`src/rtl/tpg_pkg.sv`:
```
// Package: register offsets, widths and reset values of the three-port GPIO block
package tpg_pkg;
    localparam int TPG_ADDR_W = 5;               // Register address width
    localparam int TPG_DATA_W = 8;               // Register data width
    localparam int TPG_PA_W = 8;                 // First port width
    localparam int TPG_PB_W = 4;                 // Second port width
    localparam int TPG_PC_W = 6;                 // Third port width
    // Register offsets
    localparam logic [4:0] TPG_OFS_A_IN = 5'h00;
    localparam logic [4:0] TPG_OFS_A_DIR = 5'h01;
    localparam logic [4:0] TPG_OFS_A_OUT = 5'h02;
    localparam logic [4:0] TPG_OFS_A_PUE = 5'h03;
    localparam logic [4:0] TPG_OFS_B_IN = 5'h04;
    localparam logic [4:0] TPG_OFS_B_DIR = 5'h05;
    localparam logic [4:0] TPG_OFS_B_OUT = 5'h06;
    localparam logic [4:0] TPG_OFS_B_PUE = 5'h07;
    localparam logic [4:0] TPG_OFS_CTRL = 5'h08;
    localparam logic [4:0] TPG_OFS_C_IN = 5'h1B;
    localparam logic [4:0] TPG_OFS_C_DIR = 5'h1C;
    localparam logic [4:0] TPG_OFS_C_OUT = 5'h1D;
    localparam logic [4:0] TPG_OFS_C_PUE = 5'h1E;
    // Control register fields
    localparam int TPG_CTRL_GAP_A = 0;
    localparam int TPG_CTRL_GAP_B = 1;
    localparam int TPG_CTRL_GAP_C = 2;
    localparam int TPG_CTRL_RSVD = 3;
    localparam logic [7:0] TPG_CTRL_WMASK = 8'hF7;  // Writable control bits
    localparam logic [7:0] TPG_RST_VAL = 8'h00;     // Reset value of every register
    localparam int TPG_GAP_CYCLES = 1;              // Tri-state gap length in cycles
endpackage : tpg_pkg

```
`src/rtl/tpg_port_if.sv`:
```
// Interface: one port's configuration travelling from register file to pin slice
interface tpg_port_if #(parameter int W = 8);
    logic [W-1:0] dir;        // Direction, 1 = output
    logic [W-1:0] latch;      // Output latch
    logic [W-1:0] pue;        // Pull-up enable
    logic gap_en;             // Break-before-make enable
    logic [W-1:0] dir_wr;     // Direction write pulse with new value
    logic dir_we;             // Direction write strobe
    logic [W-1:0] pin_oe_n;   // Pin output enable, low drives
    modport regs (output dir, latch, pue, gap_en, dir_wr, dir_we, input pin_oe_n);
    modport pins (input dir, latch, pue, gap_en, dir_wr, dir_we, output pin_oe_n);
endinterface : tpg_port_if

```
`src/rtl/tpg_pin_slice.sv`:
```
// Pin slice: break-before-make gap on direction changes to output
module tpg_pin_slice
    import tpg_pkg::*;
#(
    parameter int W = 8
) (
    input wire logic clock,
    input wire logic srst,
    input wire logic ce,
    tpg_port_if.pins port
);
    logic [W-1:0] gap_reg;     // Pins held tri-state this cycle
    logic [W-1:0] gap_next;
    logic [W-1:0] rising_out;  // Pins a direction write turns into outputs
    // A pin that becomes an output gets one gap cycle when enabled
    assign rising_out = port.dir_wr & ~port.dir;
    assign gap_next = (port.dir_we && port.gap_en) ? rising_out : '0;
    // Gap register clears itself after one cycle
    always_ff @(posedge clock) begin
        if (srst) begin
            gap_reg <= '0;
        end else if (ce) begin
            gap_reg <= gap_next;
        end
    end
    // Driver enabled only for output pins outside their gap
    assign port.pin_oe_n = ~(port.dir & ~gap_reg);

    gap_one_a: assert property (@(posedge clock) disable iff (srst)
        (ce && port.dir_we && port.gap_en && |rising_out)
        |=> (gap_reg == $past(rising_out)))
        else $error("gap not raised after output switch");
    gap_end_a: assert property (@(posedge clock) disable iff (srst)
        (ce && gap_reg != '0 && !port.dir_we) |=> (gap_reg == '0))
        else $error("gap lasted more than one cycle");
    gap_off_a: assert property (@(posedge clock) disable iff (srst)
        (ce && !port.gap_en) |=> (gap_reg == '0))
        else $error("gap inserted while disabled");
    gap_seen_c: cover property (@(posedge clock) gap_reg != '0);
endmodule : tpg_pin_slice

```
`src/rtl/tpg_gpio.sv`:
```
// Top: three-port GPIO register set with break-before-make switching
////////////////////////////////////////////////////////////////////////////////
// Summary of operation
// - Control bit 3 reads zero, ignores writes
// - Control bit 2 gaps third port outputs
// - Control bit 1 gaps second port outputs
// - Control bit 0 gaps first port outputs
module tpg_gpio
    import tpg_pkg::*;
(
    // Clock, reset and clock enable
    input wire logic clock,
    input wire logic srst,
    input wire logic ce,
    // Register bus, read data one cycle after the strobe
    input wire logic [TPG_ADDR_W-1:0] addr,
    input wire logic [TPG_DATA_W-1:0] wdata,
    input wire logic wr,
    input wire logic rd,
    output logic [TPG_DATA_W-1:0] rdata,
    // First port pads
    input wire logic [TPG_PA_W-1:0] pa_in,
    output logic [TPG_PA_W-1:0] pa_out,
    output logic [TPG_PA_W-1:0] pa_oe_n,
    output logic [TPG_PA_W-1:0] pa_pue,
    // Second port pads
    input wire logic [TPG_PB_W-1:0] pb_in,
    output logic [TPG_PB_W-1:0] pb_out,
    output logic [TPG_PB_W-1:0] pb_oe_n,
    output logic [TPG_PB_W-1:0] pb_pue,
    // Third port pads
    input wire logic [TPG_PC_W-1:0] pc_in,
    output logic [TPG_PC_W-1:0] pc_out,
    output logic [TPG_PC_W-1:0] pc_oe_n,
    output logic [TPG_PC_W-1:0] pc_pue,
    // Stored analog-input disable bits, no effect inside
    output logic [3:0] analog_in_disable
);
    ////////////////////////////////////////////////////////////////////////////
    // Registers
    // All state is plain flops; nothing here is a memory array.
    // Every flop honours the clock enable, so a low enable freezes the
    // whole block, bus writes included. Reset wins over the enable.
    // Narrow ports keep only their real bits; upper bits read as zero.
    // Input flops sample the pads once: pins are taken as synchronous.
    // Asynchronous pads need a synchroniser ahead of this block.
    logic [TPG_PA_W-1:0] a_dir_reg; // First port direction, 1 = output
    logic [TPG_PA_W-1:0] a_out_reg; // First port output latch
    logic [TPG_PA_W-1:0] a_pue_reg; // First port pull-up enables
    logic [TPG_PA_W-1:0] a_in_reg; // First port sampled pin levels

    logic [TPG_PB_W-1:0] b_dir_reg; // Second port direction
    logic [TPG_PB_W-1:0] b_out_reg; // Second port output latch
    logic [TPG_PB_W-1:0] b_pue_reg; // Second port pull-up enables
    logic [TPG_PB_W-1:0] b_in_reg; // Second port sampled pin levels

    logic [TPG_PC_W-1:0] c_dir_reg; // Third port direction
    logic [TPG_PC_W-1:0] c_out_reg; // Third port output latch
    logic [TPG_PC_W-1:0] c_pue_reg; // Third port pull-up enables
    logic [TPG_PC_W-1:0] c_in_reg; // Third port sampled pin levels

    logic [7:0] ctrl_reg; // Control register, bit 3 stuck at zero
    logic [7:0] rdata_next; // Read mux output
    // Write decode
    // A strobe counts only while the enable is high, so a frozen
    // block ignores the bus rather than storing a late write.
    // Unmapped offsets match none of these enables.
    wire we_a_dir = ce && wr && addr == TPG_OFS_A_DIR;
    wire we_a_out = ce && wr && addr == TPG_OFS_A_OUT;
    wire we_a_pue = ce && wr && addr == TPG_OFS_A_PUE;
    wire we_a_tgl = ce && wr && addr == TPG_OFS_A_IN;
    wire we_b_dir = ce && wr && addr == TPG_OFS_B_DIR;
    wire we_b_out = ce && wr && addr == TPG_OFS_B_OUT;
    wire we_b_pue = ce && wr && addr == TPG_OFS_B_PUE;
    wire we_b_tgl = ce && wr && addr == TPG_OFS_B_IN;
    wire we_c_dir = ce && wr && addr == TPG_OFS_C_DIR;
    wire we_c_out = ce && wr && addr == TPG_OFS_C_OUT;
    wire we_c_pue = ce && wr && addr == TPG_OFS_C_PUE;
    wire we_c_tgl = ce && wr && addr == TPG_OFS_C_IN;
    wire we_ctrl = ce && wr && addr == TPG_OFS_CTRL;
    // Writing ones to an input register toggles the output latch
    wire [TPG_PA_W-1:0] a_out_next = we_a_out ? wdata[TPG_PA_W-1:0]
        : we_a_tgl ? a_out_reg ^ wdata[TPG_PA_W-1:0] : a_out_reg;
    wire [TPG_PB_W-1:0] b_out_next = we_b_out ? wdata[TPG_PB_W-1:0]
        : we_b_tgl ? b_out_reg ^ wdata[TPG_PB_W-1:0] : b_out_reg;
    wire [TPG_PC_W-1:0] c_out_next = we_c_out ? wdata[TPG_PC_W-1:0]
        : we_c_tgl ? c_out_reg ^ wdata[TPG_PC_W-1:0] : c_out_reg;
    wire [7:0] ctrl_next = we_ctrl ? (wdata & TPG_CTRL_WMASK) : ctrl_reg;

    ////////////////////////////////////////////////////////////////////////////
    // Storage per port
    // Direction and pull-up load only on their own strobe.
    // The latch next value already folds in the toggle path.
    // The input flop samples every enabled cycle, so reads of the
    // input register see the pad level one cycle late.
    // Port A storage
    always_ff @(posedge clock) begin
        if (srst) begin
            a_dir_reg <= TPG_RST_VAL[TPG_PA_W-1:0];
            a_out_reg <= TPG_RST_VAL[TPG_PA_W-1:0];
            a_pue_reg <= TPG_RST_VAL[TPG_PA_W-1:0];
            a_in_reg <= TPG_RST_VAL[TPG_PA_W-1:0];
        end else if (ce) begin
            if (we_a_dir) a_dir_reg <= wdata[TPG_PA_W-1:0];
            if (we_a_pue) a_pue_reg <= wdata[TPG_PA_W-1:0];
            a_out_reg <= a_out_next;
            a_in_reg <= pa_in;  // Pin level sampled every enabled cycle
        end
    end
    // Port B storage
    always_ff @(posedge clock) begin
        if (srst) begin
            b_dir_reg <= TPG_RST_VAL[TPG_PB_W-1:0];
            b_out_reg <= TPG_RST_VAL[TPG_PB_W-1:0];
            b_pue_reg <= TPG_RST_VAL[TPG_PB_W-1:0];
            b_in_reg <= TPG_RST_VAL[TPG_PB_W-1:0];
        end else if (ce) begin
            if (we_b_dir) b_dir_reg <= wdata[TPG_PB_W-1:0];
            if (we_b_pue) b_pue_reg <= wdata[TPG_PB_W-1:0];
            b_out_reg <= b_out_next;
            b_in_reg <= pb_in;
        end
    end
    // Port C storage
    always_ff @(posedge clock) begin
        if (srst) begin
            c_dir_reg <= TPG_RST_VAL[TPG_PC_W-1:0];
            c_out_reg <= TPG_RST_VAL[TPG_PC_W-1:0];
            c_pue_reg <= TPG_RST_VAL[TPG_PC_W-1:0];
            c_in_reg <= TPG_RST_VAL[TPG_PC_W-1:0];
        end else if (ce) begin
            if (we_c_dir) c_dir_reg <= wdata[TPG_PC_W-1:0];
            if (we_c_pue) c_pue_reg <= wdata[TPG_PC_W-1:0];
            c_out_reg <= c_out_next;
            c_in_reg <= pc_in;
        end
    end
    // Control register
    always_ff @(posedge clock) begin
        if (srst) begin
            ctrl_reg <= TPG_RST_VAL;
        end else if (ce) begin
            ctrl_reg <= ctrl_next;
        end
    end

    ////////////////////////////////////////////////////////////////////////////
    // The mux is pure decode; the flop behind it gives the one-cycle
    // read latency the bus expects. Holding the output at zero outside
    // the answer cycle keeps stale data off the bus and makes a missed
    // strobe show up as zero rather than as an old value.
    // Read mux: narrow registers pad with zero, unmapped reads zero
    always_comb begin
        rdata_next = 8'h00;
        unique case (addr)
            TPG_OFS_A_IN: rdata_next = a_in_reg;
            TPG_OFS_A_DIR: rdata_next = a_dir_reg;
            TPG_OFS_A_OUT: rdata_next = a_out_reg;
            TPG_OFS_A_PUE: rdata_next = a_pue_reg;
            TPG_OFS_B_IN: rdata_next = {4'h0, b_in_reg};
            TPG_OFS_B_DIR: rdata_next = {4'h0, b_dir_reg};
            TPG_OFS_B_OUT: rdata_next = {4'h0, b_out_reg};
            TPG_OFS_B_PUE: rdata_next = {4'h0, b_pue_reg};
            TPG_OFS_CTRL: rdata_next = ctrl_reg;
            TPG_OFS_C_IN: rdata_next = {2'h0, c_in_reg};
            TPG_OFS_C_DIR: rdata_next = {2'h0, c_dir_reg};
            TPG_OFS_C_OUT: rdata_next = {2'h0, c_out_reg};
            TPG_OFS_C_PUE: rdata_next = {2'h0, c_pue_reg};
            default: rdata_next = 8'h00;  // Unmapped offset
        endcase
    end
    // Read data registered, valid only the cycle after the strobe
    always_ff @(posedge clock) begin
        if (srst) begin
            rdata <= 8'h00;
        end else if (ce) begin
            rdata <= rd ? rdata_next : 8'h00;
        end
    end

    ////////////////////////////////////////////////////////////////////////////
    // Pin slices, one per port
    // Each slice sees the raw write data and strobe so that it can
    // compare the new direction against the old one in the same cycle.
    // That costs a little fan-out on the write data but lets the gap
    // start together with the direction change, with no extra delay
    // for ports whose gap is disabled.
    // Output to input needs no gap: the driver simply turns off.
    tpg_port_if #(.W(TPG_PA_W)) pa_if ();
    tpg_port_if #(.W(TPG_PB_W)) pb_if ();
    tpg_port_if #(.W(TPG_PC_W)) pc_if ();
    assign pa_if.dir = a_dir_reg;
    assign pa_if.latch = a_out_reg;
    assign pa_if.pue = a_pue_reg;
    assign pa_if.gap_en = ctrl_reg[TPG_CTRL_GAP_A];
    assign pa_if.dir_wr = wdata[TPG_PA_W-1:0];
    assign pa_if.dir_we = we_a_dir;
    assign pb_if.dir = b_dir_reg;
    assign pb_if.latch = b_out_reg;
    assign pb_if.pue = b_pue_reg;
    assign pb_if.gap_en = ctrl_reg[TPG_CTRL_GAP_B];
    assign pb_if.dir_wr = wdata[TPG_PB_W-1:0];
    assign pb_if.dir_we = we_b_dir;
    assign pc_if.dir = c_dir_reg;
    assign pc_if.latch = c_out_reg;
    assign pc_if.pue = c_pue_reg;
    assign pc_if.gap_en = ctrl_reg[TPG_CTRL_GAP_C];
    assign pc_if.dir_wr = wdata[TPG_PC_W-1:0];
    assign pc_if.dir_we = we_c_dir;

    tpg_pin_slice #(.W(TPG_PA_W)) u_pa (.clock(clock), .srst(srst), .ce(ce), .port(pa_if));
    tpg_pin_slice #(.W(TPG_PB_W)) u_pb (.clock(clock), .srst(srst), .ce(ce), .port(pb_if));
    tpg_pin_slice #(.W(TPG_PC_W)) u_pc (.clock(clock), .srst(srst), .ce(ce), .port(pc_if));

    // Pin outputs: latch value, enable, pull-up only when an input
    assign pa_out = a_out_reg;
    assign pb_out = b_out_reg;
    assign pc_out = c_out_reg;
    assign pa_oe_n = pa_if.pin_oe_n;
    assign pb_oe_n = pb_if.pin_oe_n;
    assign pc_oe_n = pc_if.pin_oe_n;
    assign pa_pue = a_pue_reg & ~a_dir_reg;
    assign pb_pue = b_pue_reg & ~b_dir_reg;
    assign pc_pue = c_pue_reg & ~c_dir_reg;
    // Analog disable bits are only stored and exported
    assign analog_in_disable = ctrl_reg[7:4];

    ////////////////////////////////////////////////////////////////////////////
    // Checks
    rsvd_zero_a: assert property (@(posedge clock) disable iff (srst)
        ctrl_reg[TPG_CTRL_RSVD] == 1'b0)
        else $error("reserved control bit set");
    c_gap_a: assert property (@(posedge clock) disable iff (srst)
        (ce && we_c_dir && ctrl_reg[TPG_CTRL_GAP_C] && (wdata[0] && !c_dir_reg[0]))
        |=> pc_oe_n[0] ##1 (ce -> !pc_oe_n[0] || !c_dir_reg[0] || we_c_dir))
        else $error("third port gap wrong");
    b_gap_a: assert property (@(posedge clock) disable iff (srst)
        (ce && we_b_dir && ctrl_reg[TPG_CTRL_GAP_B] && wdata[0] && !b_dir_reg[0])
        |=> pb_oe_n[0])
        else $error("second port gap missing");
    a_nogap_a: assert property (@(posedge clock) disable iff (srst)
        (ce && we_a_dir && !ctrl_reg[TPG_CTRL_GAP_A] && wdata[0])
        |=> !pa_oe_n[0])
        else $error("first port drove late without gap");
    a_gap_a: assert property (@(posedge clock) disable iff (srst)
        (ce && we_a_dir && ctrl_reg[TPG_CTRL_GAP_A] && wdata[0] && !a_dir_reg[0])
        |=> pa_oe_n[0])
        else $error("first port gap missing");
    rd_data_a: assert property (@(posedge clock) disable iff (srst)
        (ce && rd && addr == TPG_OFS_CTRL) |=> rdata == $past(ctrl_reg))
        else $error("control readback wrong");
    ctrl_wr_c: cover property (@(posedge clock) we_ctrl && wdata[TPG_CTRL_GAP_C]);
    b_gap_c: cover property (@(posedge clock) we_b_dir && ctrl_reg[TPG_CTRL_GAP_B]);
    tgl_c: cover property (@(posedge clock) we_a_tgl);

    // Bus side checks
    // These guard register storage, read timing, freeze behaviour and switch gap timing.
    // Pin side checks follow: input pins are never driven and
    // driven first-port pins never keep their pull-up.

    // Read data falls back to zero after the answer cycle
    rdata_idle_a: assert property (@(posedge clock) disable iff (srst)
        (ce && !rd) |=> rdata == 8'h00)
        else $error("read data stood too long");

    // Low enable freezes the control register
    freeze_ctrl_a: assert property (@(posedge clock) disable iff (srst)
        !ce |=> $stable(ctrl_reg))
        else $error("control changed while frozen");

    // Low enable freezes the output latch
    freeze_out_a: assert property (@(posedge clock) disable iff (srst)
        !ce |=> $stable(a_out_reg))
        else $error("latch changed while frozen");

    // Control write keeps the reserved bit clear
    ctrl_wr_a: assert property (@(posedge clock) disable iff (srst)
        (ce && we_ctrl) |=> ctrl_reg == ($past(wdata) & TPG_CTRL_WMASK))
        else $error("control write stored wrong bits");

    // Second port without gap drives at once
    b_nogap_a: assert property (@(posedge clock) disable iff (srst)
        (ce && we_b_dir && !ctrl_reg[TPG_CTRL_GAP_B] && wdata[0]) |=> !pb_oe_n[0])
        else $error("second port drove late without gap");

    // Third port without gap drives at once
    c_nogap_a: assert property (@(posedge clock) disable iff (srst)
        (ce && we_c_dir && !ctrl_reg[TPG_CTRL_GAP_C] && wdata[0]) |=> !pc_oe_n[0])
        else $error("third port drove late without gap");

    // Second port gap ends after one cycle
    b_gap_len_a: assert property (@(posedge clock) disable iff (srst)
        (ce && we_b_dir && ctrl_reg[TPG_CTRL_GAP_B] && wdata[3] && !b_dir_reg[3])
        ##1 (ce && !we_b_dir) |=> !pb_oe_n[3])
        else $error("second port gap too long");

    // Direction write lands
    a_dir_wr_a: assert property (@(posedge clock) disable iff (srst)
        (ce && we_a_dir) |=> a_dir_reg == $past(wdata))
        else $error("direction write lost");

    // Latch write lands on the pad output
    a_out_wr_a: assert property (@(posedge clock) disable iff (srst)
        (ce && we_a_out) |=> pa_out == $past(wdata))
        else $error("latch write lost");

    // Ones written to the input register toggle the latch
    a_tgl_a: assert property (@(posedge clock) disable iff (srst)
        (ce && we_a_tgl) |=> pa_out == ($past(a_out_reg) ^ $past(wdata)))
        else $error("first port toggle wrong");

    // Toggle on the narrow second port
    b_tgl_a: assert property (@(posedge clock) disable iff (srst)
        (ce && we_b_tgl)
        |=> {4'h0, pb_out} == ({4'h0, $past(b_out_reg)} ^ ($past(wdata) & 8'h0F)))
        else $error("second port toggle wrong");

    // Third port latch write keeps its six bits
    c_out_wr_a: assert property (@(posedge clock) disable iff (srst)
        (ce && we_c_out) |=> {2'h0, pc_out} == ($past(wdata) & 8'h3F))
        else $error("third port latch write lost");

    // Pad level sampled once per enabled cycle
    a_in_smp_a: assert property (@(posedge clock) disable iff (srst)
        ce |=> a_in_reg == $past(pa_in))
        else $error("pin level not sampled");

    // Input pins are never driven
    a_in_only_a: assert property (@(posedge clock) disable iff (srst)
        ((~pa_oe_n) & ~a_dir_reg) == '0)
        else $error("first port drove an input pin");

    // Second port input pins are never driven
    b_in_only_a: assert property (@(posedge clock) disable iff (srst)
        ((~pb_oe_n) & ~b_dir_reg) == '0)
        else $error("second port drove an input pin");

    // Third port input pins are never driven
    c_in_only_a: assert property (@(posedge clock) disable iff (srst)
        ((~pc_oe_n) & ~c_dir_reg) == '0)
        else $error("third port drove an input pin");

    // A driven pin keeps its pull-up off
    a_pue_drv_a: assert property (@(posedge clock) disable iff (srst)
        (pa_pue & ~pa_oe_n) == '0)
        else $error("pull-up on while driving");
endmodule : tpg_gpio

```
`config.mk`:
```
export PLATFORM = sky130hd
export DESIGN_NAME = tpg_gpio
export DESIGN_NICKNAME = d
export VERILOG_FILES = /design/src/rtl/tpg_pkg.sv /design/src/rtl/tpg_port_if.sv /design/src/rtl/tpg_pin_slice.sv /design/src/rtl/tpg_gpio.sv
export SDC_FILE = /design/constraint.sdc
export NUM_CORES = 1
export LEC_CHECK = 0
export BUFFER_PORTS_ARGS = -buffer_cell sky130_fd_sc_hd__buf_2
export CORE_UTILIZATION = 50
export DETAILED_ROUTE_END_ITERATION = 16
export GPL_TIMING_DRIVEN = 1
export PLACE_DENSITY = 0.78
export SLEW_MARGIN = 20
export SYNTH_ARGS = -nofsm -noshare
export SYNTH_HDL_FRONTEND = slang
export SYNTH_SLANG_ARGS = --single-unit
```
`constraint.sdc`:
```
create_clock -name clock -period 1.6 [get_ports clock]
set_input_delay 0.32 -clock clock [delete_from_list [all_inputs] [get_ports clock]]
set_output_delay 0.32 -clock clock [all_outputs]
set_load 0.02 [all_outputs]
```
==> results of run 1 <==
[logic make-up after synthesis]
group | Yosys count | synth area share
simple gates | 253 | 0.247
compound gates | 119 | 0.157
flops | 105 | 0.419
buf+inv | 67 | 0.0569
mux | 53 | 0.106
xor+xnor | 8 | 0.0140
[cell usage in the layout, fill, tap and decap left out, types with 2 or more instances in the layout]
master,n
o21ai_0,28
xnor2_1,8
a32oi_1,16
a21oi_1,34
nor2_1,81
nor3_1,5
and2_1,4
inv_8,2
nand2_1,69
nor3_2,3
inv_1,22
a22oi_1,20
o32ai_1,2
nor4b_1,2
nand2b_1,19
nand4_1,4
dfxtp_1,105
buf_12,3
nand3_1,19
a221oi_2,2
o2bb2ai_1,2
buf_4,67
and4_1,2
clkbuf_8,9
nor2b_1,20
or4_4,2
o21a_1,3
buf_2,100
a221oi_1,4
mux2i_1,53
nand4b_1,4
and3_1,5
[how the worst min path moves through the flow]
stage	endpoint	slack [ns]	startpoint
finish	c_in_reg[5]	0.16	pc_in[5]
global route	a_in_reg[1]	0.17	pa_in[1]
CTS	c_in_reg[5]	0.16	pc_in[5]
detailed placement	u_pb.gap_reg[3]	0.46	u_pb.gap_reg[3]
global placement	u_pb.gap_reg[1]	0.44	u_pb.gap_reg[1]
floorplan	u_pb.gap_reg[0]	0.44	u_pb.gap_reg[0]
[report_power, final]
part           internal, mW  leakage [nW]  switching (mW)
logic                 0.191          1.71           0.290
clock network         0.758         0.106            1.03
registers              2.65         0.849          0.0323
[cell type report]
class	count	area, µm²	share of cell area
clock buffers	9	124	0.0197
inverters	23	86.3	0.0137
multi-input cells	433	2660	0.422
flip-flops and latches	105	2100	0.334
well taps	133	166	0.0265
clock inverters	7	90.1	0.0143
repair buffers	170	1060	0.169
[metal layers]
metal  vias to the layer above  routed length (µm)
met3                        38                1350
met1                      2454                6650
met5                         -                   0
met4                         0                 532
met2                       292                7580
li1                       2366                   -
[cells in the mapped netlist (all sizes together)]
library cell / instances
or3b: 1
a31oi: 1
nand4b: 4
a22oi: 20
o2bb2ai: 2
xnor2: 8
a221o: 1
and3: 5
o32ai: 2
nor2b: 20
nor4b: 2
nor4: 1
nand3: 19
nand2: 70
and4: 2
or2: 2
o21ai: 28
o21a: 3
o31a: 1
and2: 4
a32oi: 16
a22o: 1
buf: 21
a41oi: 1
clkbuf: 23
a21o: 1
or3: 1
nor2: 84
and4b: 1
o311ai: 1
or2b: 1
dfxtp: 105
a21oi: 34
nor3b: 2
inv: 23
a211oi: 1
or4: 3
nand4: 4
nand2b: 19
a221oi: 6
mux2i: 53
nor3: 8
[metrics by stage]
step	hold slack [ns]	utilization
global route	0.171	0.646
floorplan	0.436	-
detailed placement	0.462	0.624
finish	0.165	0.646
CTS	0.163	0.646
global placement	0.444	0.624
[critical path: cells and delay by family, from the launching register on]
kind,cells,cell delay [ns]
DFF,1,0.41
and+or+nand+nor,1,0.20
buffers and inverters,1,0.19
==> impl_metrics.json, run 1 <==
{
  "critical_path.slowest_cell": "dfxtp_1",
  "hpwl_um": 12100,
  "nNetsFinal": 778,
  "post-route-period-util": 0.944,
  "antenna_found_initial": 0,
  "clk_pin_slew_worst_paths_ns": 0.11,
  "cts_tree": "yes",
  "power_density_mw_per_mm2": 788,
  "r2r_start": "b_dir_reg[1]",
  "grt_busiest_layer": "met2",
  "p_leak_nw": 2.66,
  "htreeDepth": 3,
  "overflow": 0,
  "ys_types": 52,
  "grt_max_degree": 47,
  "drc": 0,
  "routed_wl_um": 16100,
  "start_util": 0.516,
  "endpoint_kind": "primary output",
  "hold_path_class": "in2reg",
  "dp_slack_ns": -0.285,
  "coreArea_mm2": 0.00973,
  "rrSetupSlack_ns": 0.23,
  "crit_end": "pc_pue[1]",
  "drtAntennaViolNets": 0,
  "n_antenna_cell": 0,
  "worstPathRequired_ns": 1.28,
  "critical-path-max-stage-delay_ns": 0.41,
  "finalPower_mw": 4.95,
  "syn_to_final_growth_pct": 25.3,
  "cts_resized": 0,
  "post-cts-setup-buffers": 0,
  "crit_arrival_ns": 1.19,
  "maxCapViolations": 0,
  "port-buffer-count": 101,
  "ys_top_cells_by_area": "dfxtp_1 42%, mux2i_1 11%, nor2_1 6.1%",
  "grt_pass1_wl_um": 24900,
  "avgRoutedWirePerCell_um": 18.3,
  "finalWeightedCongestion": 0.969,
  "row_count": 36,
  "ys_seq_elements": 105,
  "final_cells": 880,
  "startpoint_type": "flop",
  "worstSetupPathType": "reg2out",
  "slew_viol_final": 0,
  "worst_pin_slew_ns": 0.533,
  "num-fill-cells": 857,
  "cts_buffers": 9,
  "syn_area_mm2": 0.00502,
  "yosysWarnings": 0,
  "avgViaCountPerCell": 5.85,
  "clock_skew_ns": 0.0116,
  "fmax_ghz": 0.662,
  "dieWidth_um": 102,
  "cp_max_fo": 3,
  "grtUsageMet3": 0.0417,
  "ctsHoldBuffers": 0,
  "cts_root_buf": "clkbuf_8",
  "min_path_cells": 3,
  "drive_gt1_frac": 0.270,
  "r2r_cells": 5,
  "synth_top_area_cell": "dfxtp_1",
  "ir_drop_mv": 0.542,
  "synth_seq_area_share": 0.419,
  "avgSynthCellArea_um2": 8.29,
  "ios": 102,
  "dr.pass1.iters": 5,
  "drt_iter0_drc": 387,
  "cts.sink_count": 105,
  "clk_latency_ns": 0.39,
  "yosysTopAreaCellShare": 0.419,
  "synth_fp_nets": 641,
  "setup.worst_path.start": "c_pue_reg[1]",
  "grtUsageMet2": 0.539,
  "rsz0062_at_grt": "no",
  "grtUsageTotal": 0.321,
  "placed_cell_area_mm2": 0.00607,
  "dpl.cell_count": 864,
  "die_h_um": 102,
  "status": "finished clean",
  "syn_inst": 605,
  "slew_headroom": 0.645,
  "dieArea_mm2": 0.0104,
  "setup_viol": 0,
  "vias": 5150,
  "final_area_mm2": 0.00629,
  "setup_slack_ns": 0.0899,
  "grtUsageMet1": 0.410,
  "hold_violations": 0,
  "rr_endpoint": "rdata[1]",
  "fin_setup_tns_ns": 0,
  "cts_buffer_depth": 2,
  "path_cells": "nor2b_1 -> buf_2",
  "min_period_ns": 1.51,
  "first_global_vias": 4845
}
No activity file was read; power rests on OpenSTA's default activity.
==> run 2: changes to the inputs <==
CORE_UTILIZATION = 60   (was 50)
PLACE_DENSITY = 0.87   (was 0.78)
SYNTH_HIERARCHICAL = 1   (was unset)
clock period = 1.8 ns   (was 1.6 ns; I/O delays follow)
==> impl_metrics.json, run 2 <==
{
  "cts_buffers": 9,
  "fmax_ghz": 0.593,
  "hpwl_um": 12200,
  "rsz0062_at_grt": "no",
  "htreeDepth": 3,
  "syn_area_mm2": 0.00532,
  "power_density_mw_per_mm2": 694,
  "worstPathRequired_ns": 2.07,
  "cts_root_buf": "clkbuf_8",
  "nNetsFinal": 758,
  "cp_max_fo": 8,
  "synthFlopType": "dfxtp_1",
  "clock_skew_ns": 0.0113,
  "synth_fp_nets": 636,
  "p_leak_nw": 2.70,
  "drive_gt1_frac": 0.272,
  "status": "finished clean",
  "synth-simple-area-share": 0.220,
  "syn_to_final_growth_pct": 19.8,
  "cts_tree": "yes",
  "syn_inst": 600,
  "synth_edf_count": 0,
  "critical-path-max-stage-delay_ns": 0.59,
  "synthMuxAreaShare": 0.140,
  "grt_max_degree": 31,
  "startpoint_type": "input port",
  "critical_path.slowest_cell": "or4b_1",
  "cp.buffers_inverters": 2,
  "post-route-period-util": 0.937,
  "final_cell_mix": "105 x dfxtp_1, 101 x buf_2, 85 x nor2_1",
  "start_util": 0.635,
  "crit_family": "compound AO/OA/AOI/OAI gates",
  "dieArea_mm2": 0.00925,
  "port-buffer-count": 101,
  "avgSynthCellArea_um2": 8.87,
  "first_global_vias": 4720,
  "synth_top_area_cell": "dfxtp_1",
  "worst_pin_slew_ns": 0.642,
  "avgRoutedWirePerCell_um": 19.7,
  "slew_headroom": 0.568,
  "dieWidth_um": 96.2,
  "cts_buffer_depth": 2,
  "clk_pin_slew_worst_paths_ns": 0.11,
  "ys_types": 62,
  "ys_top_cells_by_area": "dfxtp_1 40%, mux2i_1 13%, nor2_1 6.0%",
  "ys_seq_elements": 105,
  "dr.pass1.iters": 5,
  "cts_resized": 0,
  "synth-adder-area-share": 0,
  "drt_iter0_drc": 424,
  "final_area_mm2": 0.00637,
  "cts.sink_count": 105,
  "synth.top_cells.by_count": "105 x dfxtp_1, 85 x nor2_1, 70 x mux2i_1",
  "coreArea_mm2": 0.00838,
  "slew_viol_final": 0,
  "crit_arrival_ns": 1.96,
  "n_antenna_cell": 0,
  "async_flop_share": 0,
  "drtAntennaViolNets": 0,
  "hold_path_class": "in2reg",
  "setup_viol": 0,
  "ir_drop_mv": 0.496,
  "min_period_ns": 1.69,
  "synth_top_family_by_area": "simple AND/OR/NAND/NOR gates",
  "final_common_cell": "dfxtp_1",
  "ctsHoldBuffers": 0,
  "synth-xor-area-share": 0.0132,
  "grt_pass1_wl_um": 24800,
  "yosysWarnings": 6,
  "finalWeightedCongestion": 0.932,
  "die_h_um": 96.2,
  "worstSetupPathType": "in2reg",
  "finalPower_mw": 4.43,
  "num-fill-cells": 636,
  "path_common_cell": "a211oi_1",
  "antenna_found_initial": 0,
  "yosysMostFrequentCell": "dfxtp_1",
  "yosysTopAreaCellShare": 0.395,
  "synth_compound_area_frac": 0.160,
  "routed_wl_um": 16400,
  "row_count": 33,
  "endpoint_kind": "flop",
  "drc": 0,
  "avgViaCountPerCell": 6.07,
  "synth_seq_area_share": 0.395,
  "maxCapViolations": 0,
  "ios": 102,
  "overflow": 0,
  "clk_latency_ns": 0.37,
  "hold_violations": 0,
  "path_cells": "buf_2 -> or4b_1 -> buf_4 -> o22ai_1 -> a211oi_1 -> a211oi_1",
  "placed_cell_area_mm2": 0.00616,
  "grtUsageTotal": 0.362,
  "vias": 5052,
  "post-cts-setup-buffers": 0
}
==> run 2: changes by cell type in the layout (fill, tap and decap cells not counted), sizes merged, moves of 4 or more <==
cell,delta
mux2i,+17
nand2b,+6
a22oi,-17
buf,-6
o31ai,+18
nand3b,+4
a32oi,-13
a32o,+19
o21ai,-6
nand3,-13
nand2,-33
a211oi,+4
a21oi,-14
==> run 2: cell type report <==
| type | instances | area (µm²) | area share |
|---|---|---|---|
| multi-input cells | 422 | 2850 | 0.447 |
| clock buffers | 9 | 124 | 0.0194 |
| clock inverters | 7 | 86.3 | 0.0135 |
| well taps | 105 | 131 | 0.0206 |
| flip-flops and latches | 105 | 2100 | 0.330 |
| repair buffers | 164 | 1000 | 0.157 |
| inverters | 20 | 75.1 | 0.0118 |
==> run 2: power by group <==
part	internal, mW	switching, mW
clock network	0.672	0.896
logic	0.183	0.296
registers	2.35	0.0242
total	3.21	1.22
==> run 2: worst register-to-register path, stage by stage (launching register included) <==
cell and delay [ns]:
dfxtp_1 0.38, mux2i_1 0.23, o32ai_1 0.10, a2111oi_0 0.46
a221oi_1 0.14
==> run 2: metrics by stage <==
stage	std cells	util	setup WS [ns]	TNS, ns	hold WS [ns]
floorplan	600	-	-0.0885	-0.708	0.433
global placement	816	0.735	-0.209	-2.79	0.439
detailed placement	816	0.735	-0.201	-4.09	0.448
CTS	832	0.760	0.159	0	0.223
global route	832	0.760	0.0432	0	0.222
finish	832	0.760	0.113	0	0.227
==> run 2: logic make-up (layout without fill, tap and decap cells) <==
kind of cell              Yosys count  count (layout)
and+or+nand+nor                   225             225
AOI/OAI and AO/OA                 116             116
buffers and inverters              73             200
muxes                              73              73
xor gates and xnor gates            8               8
DFF                               105             105
==> run 2: final timing paths <==
kind / endpoint / cells past startpoint / slack (ns) / from
min reg2reg: u_pc/gap_reg[0] / 1 / 0.47 / u_pc/gap_reg[0]
max reg2reg: rdata[3] / 4 / 0.35 / pb_out[3]
max: rdata[5] / 6 / 0.11 / addr[2]
min: a_in_reg[2] / 3 / 0.23 / pa_in[2]
==> run 2: per-layer routing <==
metal,track usage,vias to the layer above,part of all wire
li1,-,2365,-
met1,0.452,2382,0.41
met2,0.606,261,0.48
met3,0.0806,44,0.081
met4,0.137,0,0.032
met5,0,-,0
==> run 3: changes to the inputs <==
CAP_MARGIN = 20   (was unset)
CORE_UTILIZATION = 59   (was 60)
PLACE_DENSITY = 0.86   (was 0.87)
SYNTH_HIERARCHICAL = unset   (was 1)
==> impl_metrics.json, run 3 (synthesized netlist as in run 1, its figures left out) <==
{
  "status": "finished clean",
  "avgRoutedWirePerCell_um": 18.4,
  "endpoint_kind": "flop",
  "startpoint_type": "input port",
  "start_util": 0.611,
  "dieArea_mm2": 0.00888,
  "grt_max_degree": 52,
  "min_path_cells": 3,
  "min_period_ns": 1.59,
  "hpwl_um": 11400,
  "ctsHoldBuffers": 0,
  "crit_arrival_ns": 1.90,
  "power_density_mw_per_mm2": 698,
  "cts_buffer_depth": 2,
  "hold_path_class": "in2reg",
  "p_leak_nw": 2.58,
  "final_area_mm2": 0.00609,
  "drtAntennaViolNets": 0,
  "final_cells": 839,
  "hold_violations": 0,
  "fin_setup_tns_ns": 0,
  "antenna_found_initial": 0,
  "ir_drop_mv": 0.418,
  "post-cts-setup-buffers": 0,
  "syn_to_final_growth_pct": 21.5,
  "placed_cell_area_mm2": 0.00590,
  "r2r_cells": 5,
  "overflow": 0,
  "drc": 0,
  "r2r_start": "b_dir_reg[1]",
  "slew_headroom": 0.493,
  "rr_endpoint": "rdata[1]",
  "n_antenna_cell": 0,
  "num-fill-cells": 664,
  "rsz0062_at_grt": "no",
  "finalWeightedCongestion": 0.938,
  "die_h_um": 94.2,
  "maxCapViolations": 0,
  "cts_root_buf": "clkbuf_8",
  "finalPower_mw": 4.25,
  "drt_iter0_drc": 311,
  "grtUsageTotal": 0.357,
  "final_util": 0.742,
  "slew_viol_final": 0,
  "hold_slack_ns": 0.217,
  "nNetsFinal": 765,
  "post-route-period-util": 0.882,
  "setup_viol": 0,
  "worst_pin_slew_ns": 0.751,
  "port-buffer-count": 101,
  "grt_pass1_wl_um": 23800,
  "fmax_ghz": 0.630,
  "worstHoldStart": "pc_in[5]",
  "cts_resized": 0,
  "dieWidth_um": 94.2,
  "clk_latency_ns": 0.37,
  "dp_slack_ns": -0.157,
  "ios": 102,
  "clock_skew_ns": 0.0133,
  "routed_wl_um": 15400,
  "dpl.cell_count": 823,
  "dr.pass1.iters": 6,
  "clk_pin_slew_worst_paths_ns": 0.11,
  "final_cell_mix": "105 x dfxtp_1, 101 x buf_2, 81 x nor2_1",
  "setup_slack_ns": 0.212,
  "cts_tree": "yes",
  "row_count": 33,
  "avgViaCountPerCell": 5.95,
  "rrSetupSlack_ns": 0.37,
  "first_global_vias": 4549,
  "drive_gt1_frac": 0.249,
  "vias": 4989,
  "cp_max_fo": 9,
  "final_common_cell": "dfxtp_1",
  "htreeDepth": 3,
  "worstSetupPathType": "in2reg",
  "worstPathRequired_ns": 2.11,
  "cts.sink_count": 105,
  "coreArea_mm2": 0.00822,
  "cts_buffers": 9,
  "holdPathEnd": "c_in_reg[5]"
}
==> run 3: cell count changes in the layout (fill, tap and decap cells not counted), moves of 8 or more <==
cell / previous run / this run
mux2i_1: 70 / 53
a21oi_1: 20 / 34
a22oi_1: 3 / 20
nand3_1: 5 / 19
a32o_1: 15 / 0
o21ai_0: 14 / 28
nand2_1: 37 / 70
o21ai_1: 8 / 0
o31ai_1: 16 / 0
a32oi_1: 3 / 16
==> run 3: where the power goes <==
group | switching [mW] | internal (mW) | leakage, nW
Sequential | 0.0281 | 2.35 | 0.849
Combinational | 0.250 | 0.157 | 1.63
Clock | 0.814 | 0.650 | 0.101
Total | 1.09 | 3.16 | 2.58
==> run 3: final cells by class <==
cell class,count,area (µm²),share of cell area
clock buffers,10,128,0.0209
repair buffers,157,951,0.156
flip-flops and latches,105,2100,0.345
well taps,105,131,0.0216
multi-input cells,433,2630,0.432
clock inverters,6,66.3,0.0109
inverters,23,86.3,0.0142
==> run 3: worst max-delay path, cell delays in order <==
cell and delay (ns):
buf_2 0.14, or3b_1 0.39, or3_1 0.39, buf_4 0.21
nor2_8 0.15, a32oi_1 0.13, nor2_1 0.12
==> run 3: worst max-delay path by stage <==
stage	from	end	slack, ns	cells after the start
2_1_floorplan	addr[3]	a_pue_reg[0]	0.03	6
4_1_cts	addr[0]	u_pa.gap_reg[7]	0.22	7
3_5_place_dp	addr[0]	u_pa.gap_reg[5]	-0.16	7
5_1_grt	addr[0]	u_pa.gap_reg[7]	0.16	7
6_report	addr[0]	u_pa.gap_reg[7]	0.21	7
3_3_place_gp	addr[1]	u_pa.gap_reg[0]	-0.13	7
==> run 3: layer usage <==
layer,share of wire,up-vias,track usage
met3,0.072,36,0.0583
met4,0.030,0,0.163
met5,0,-,0
met1,0.41,2390,0.462
li1,-,2340,-
met2,0.48,223,0.580
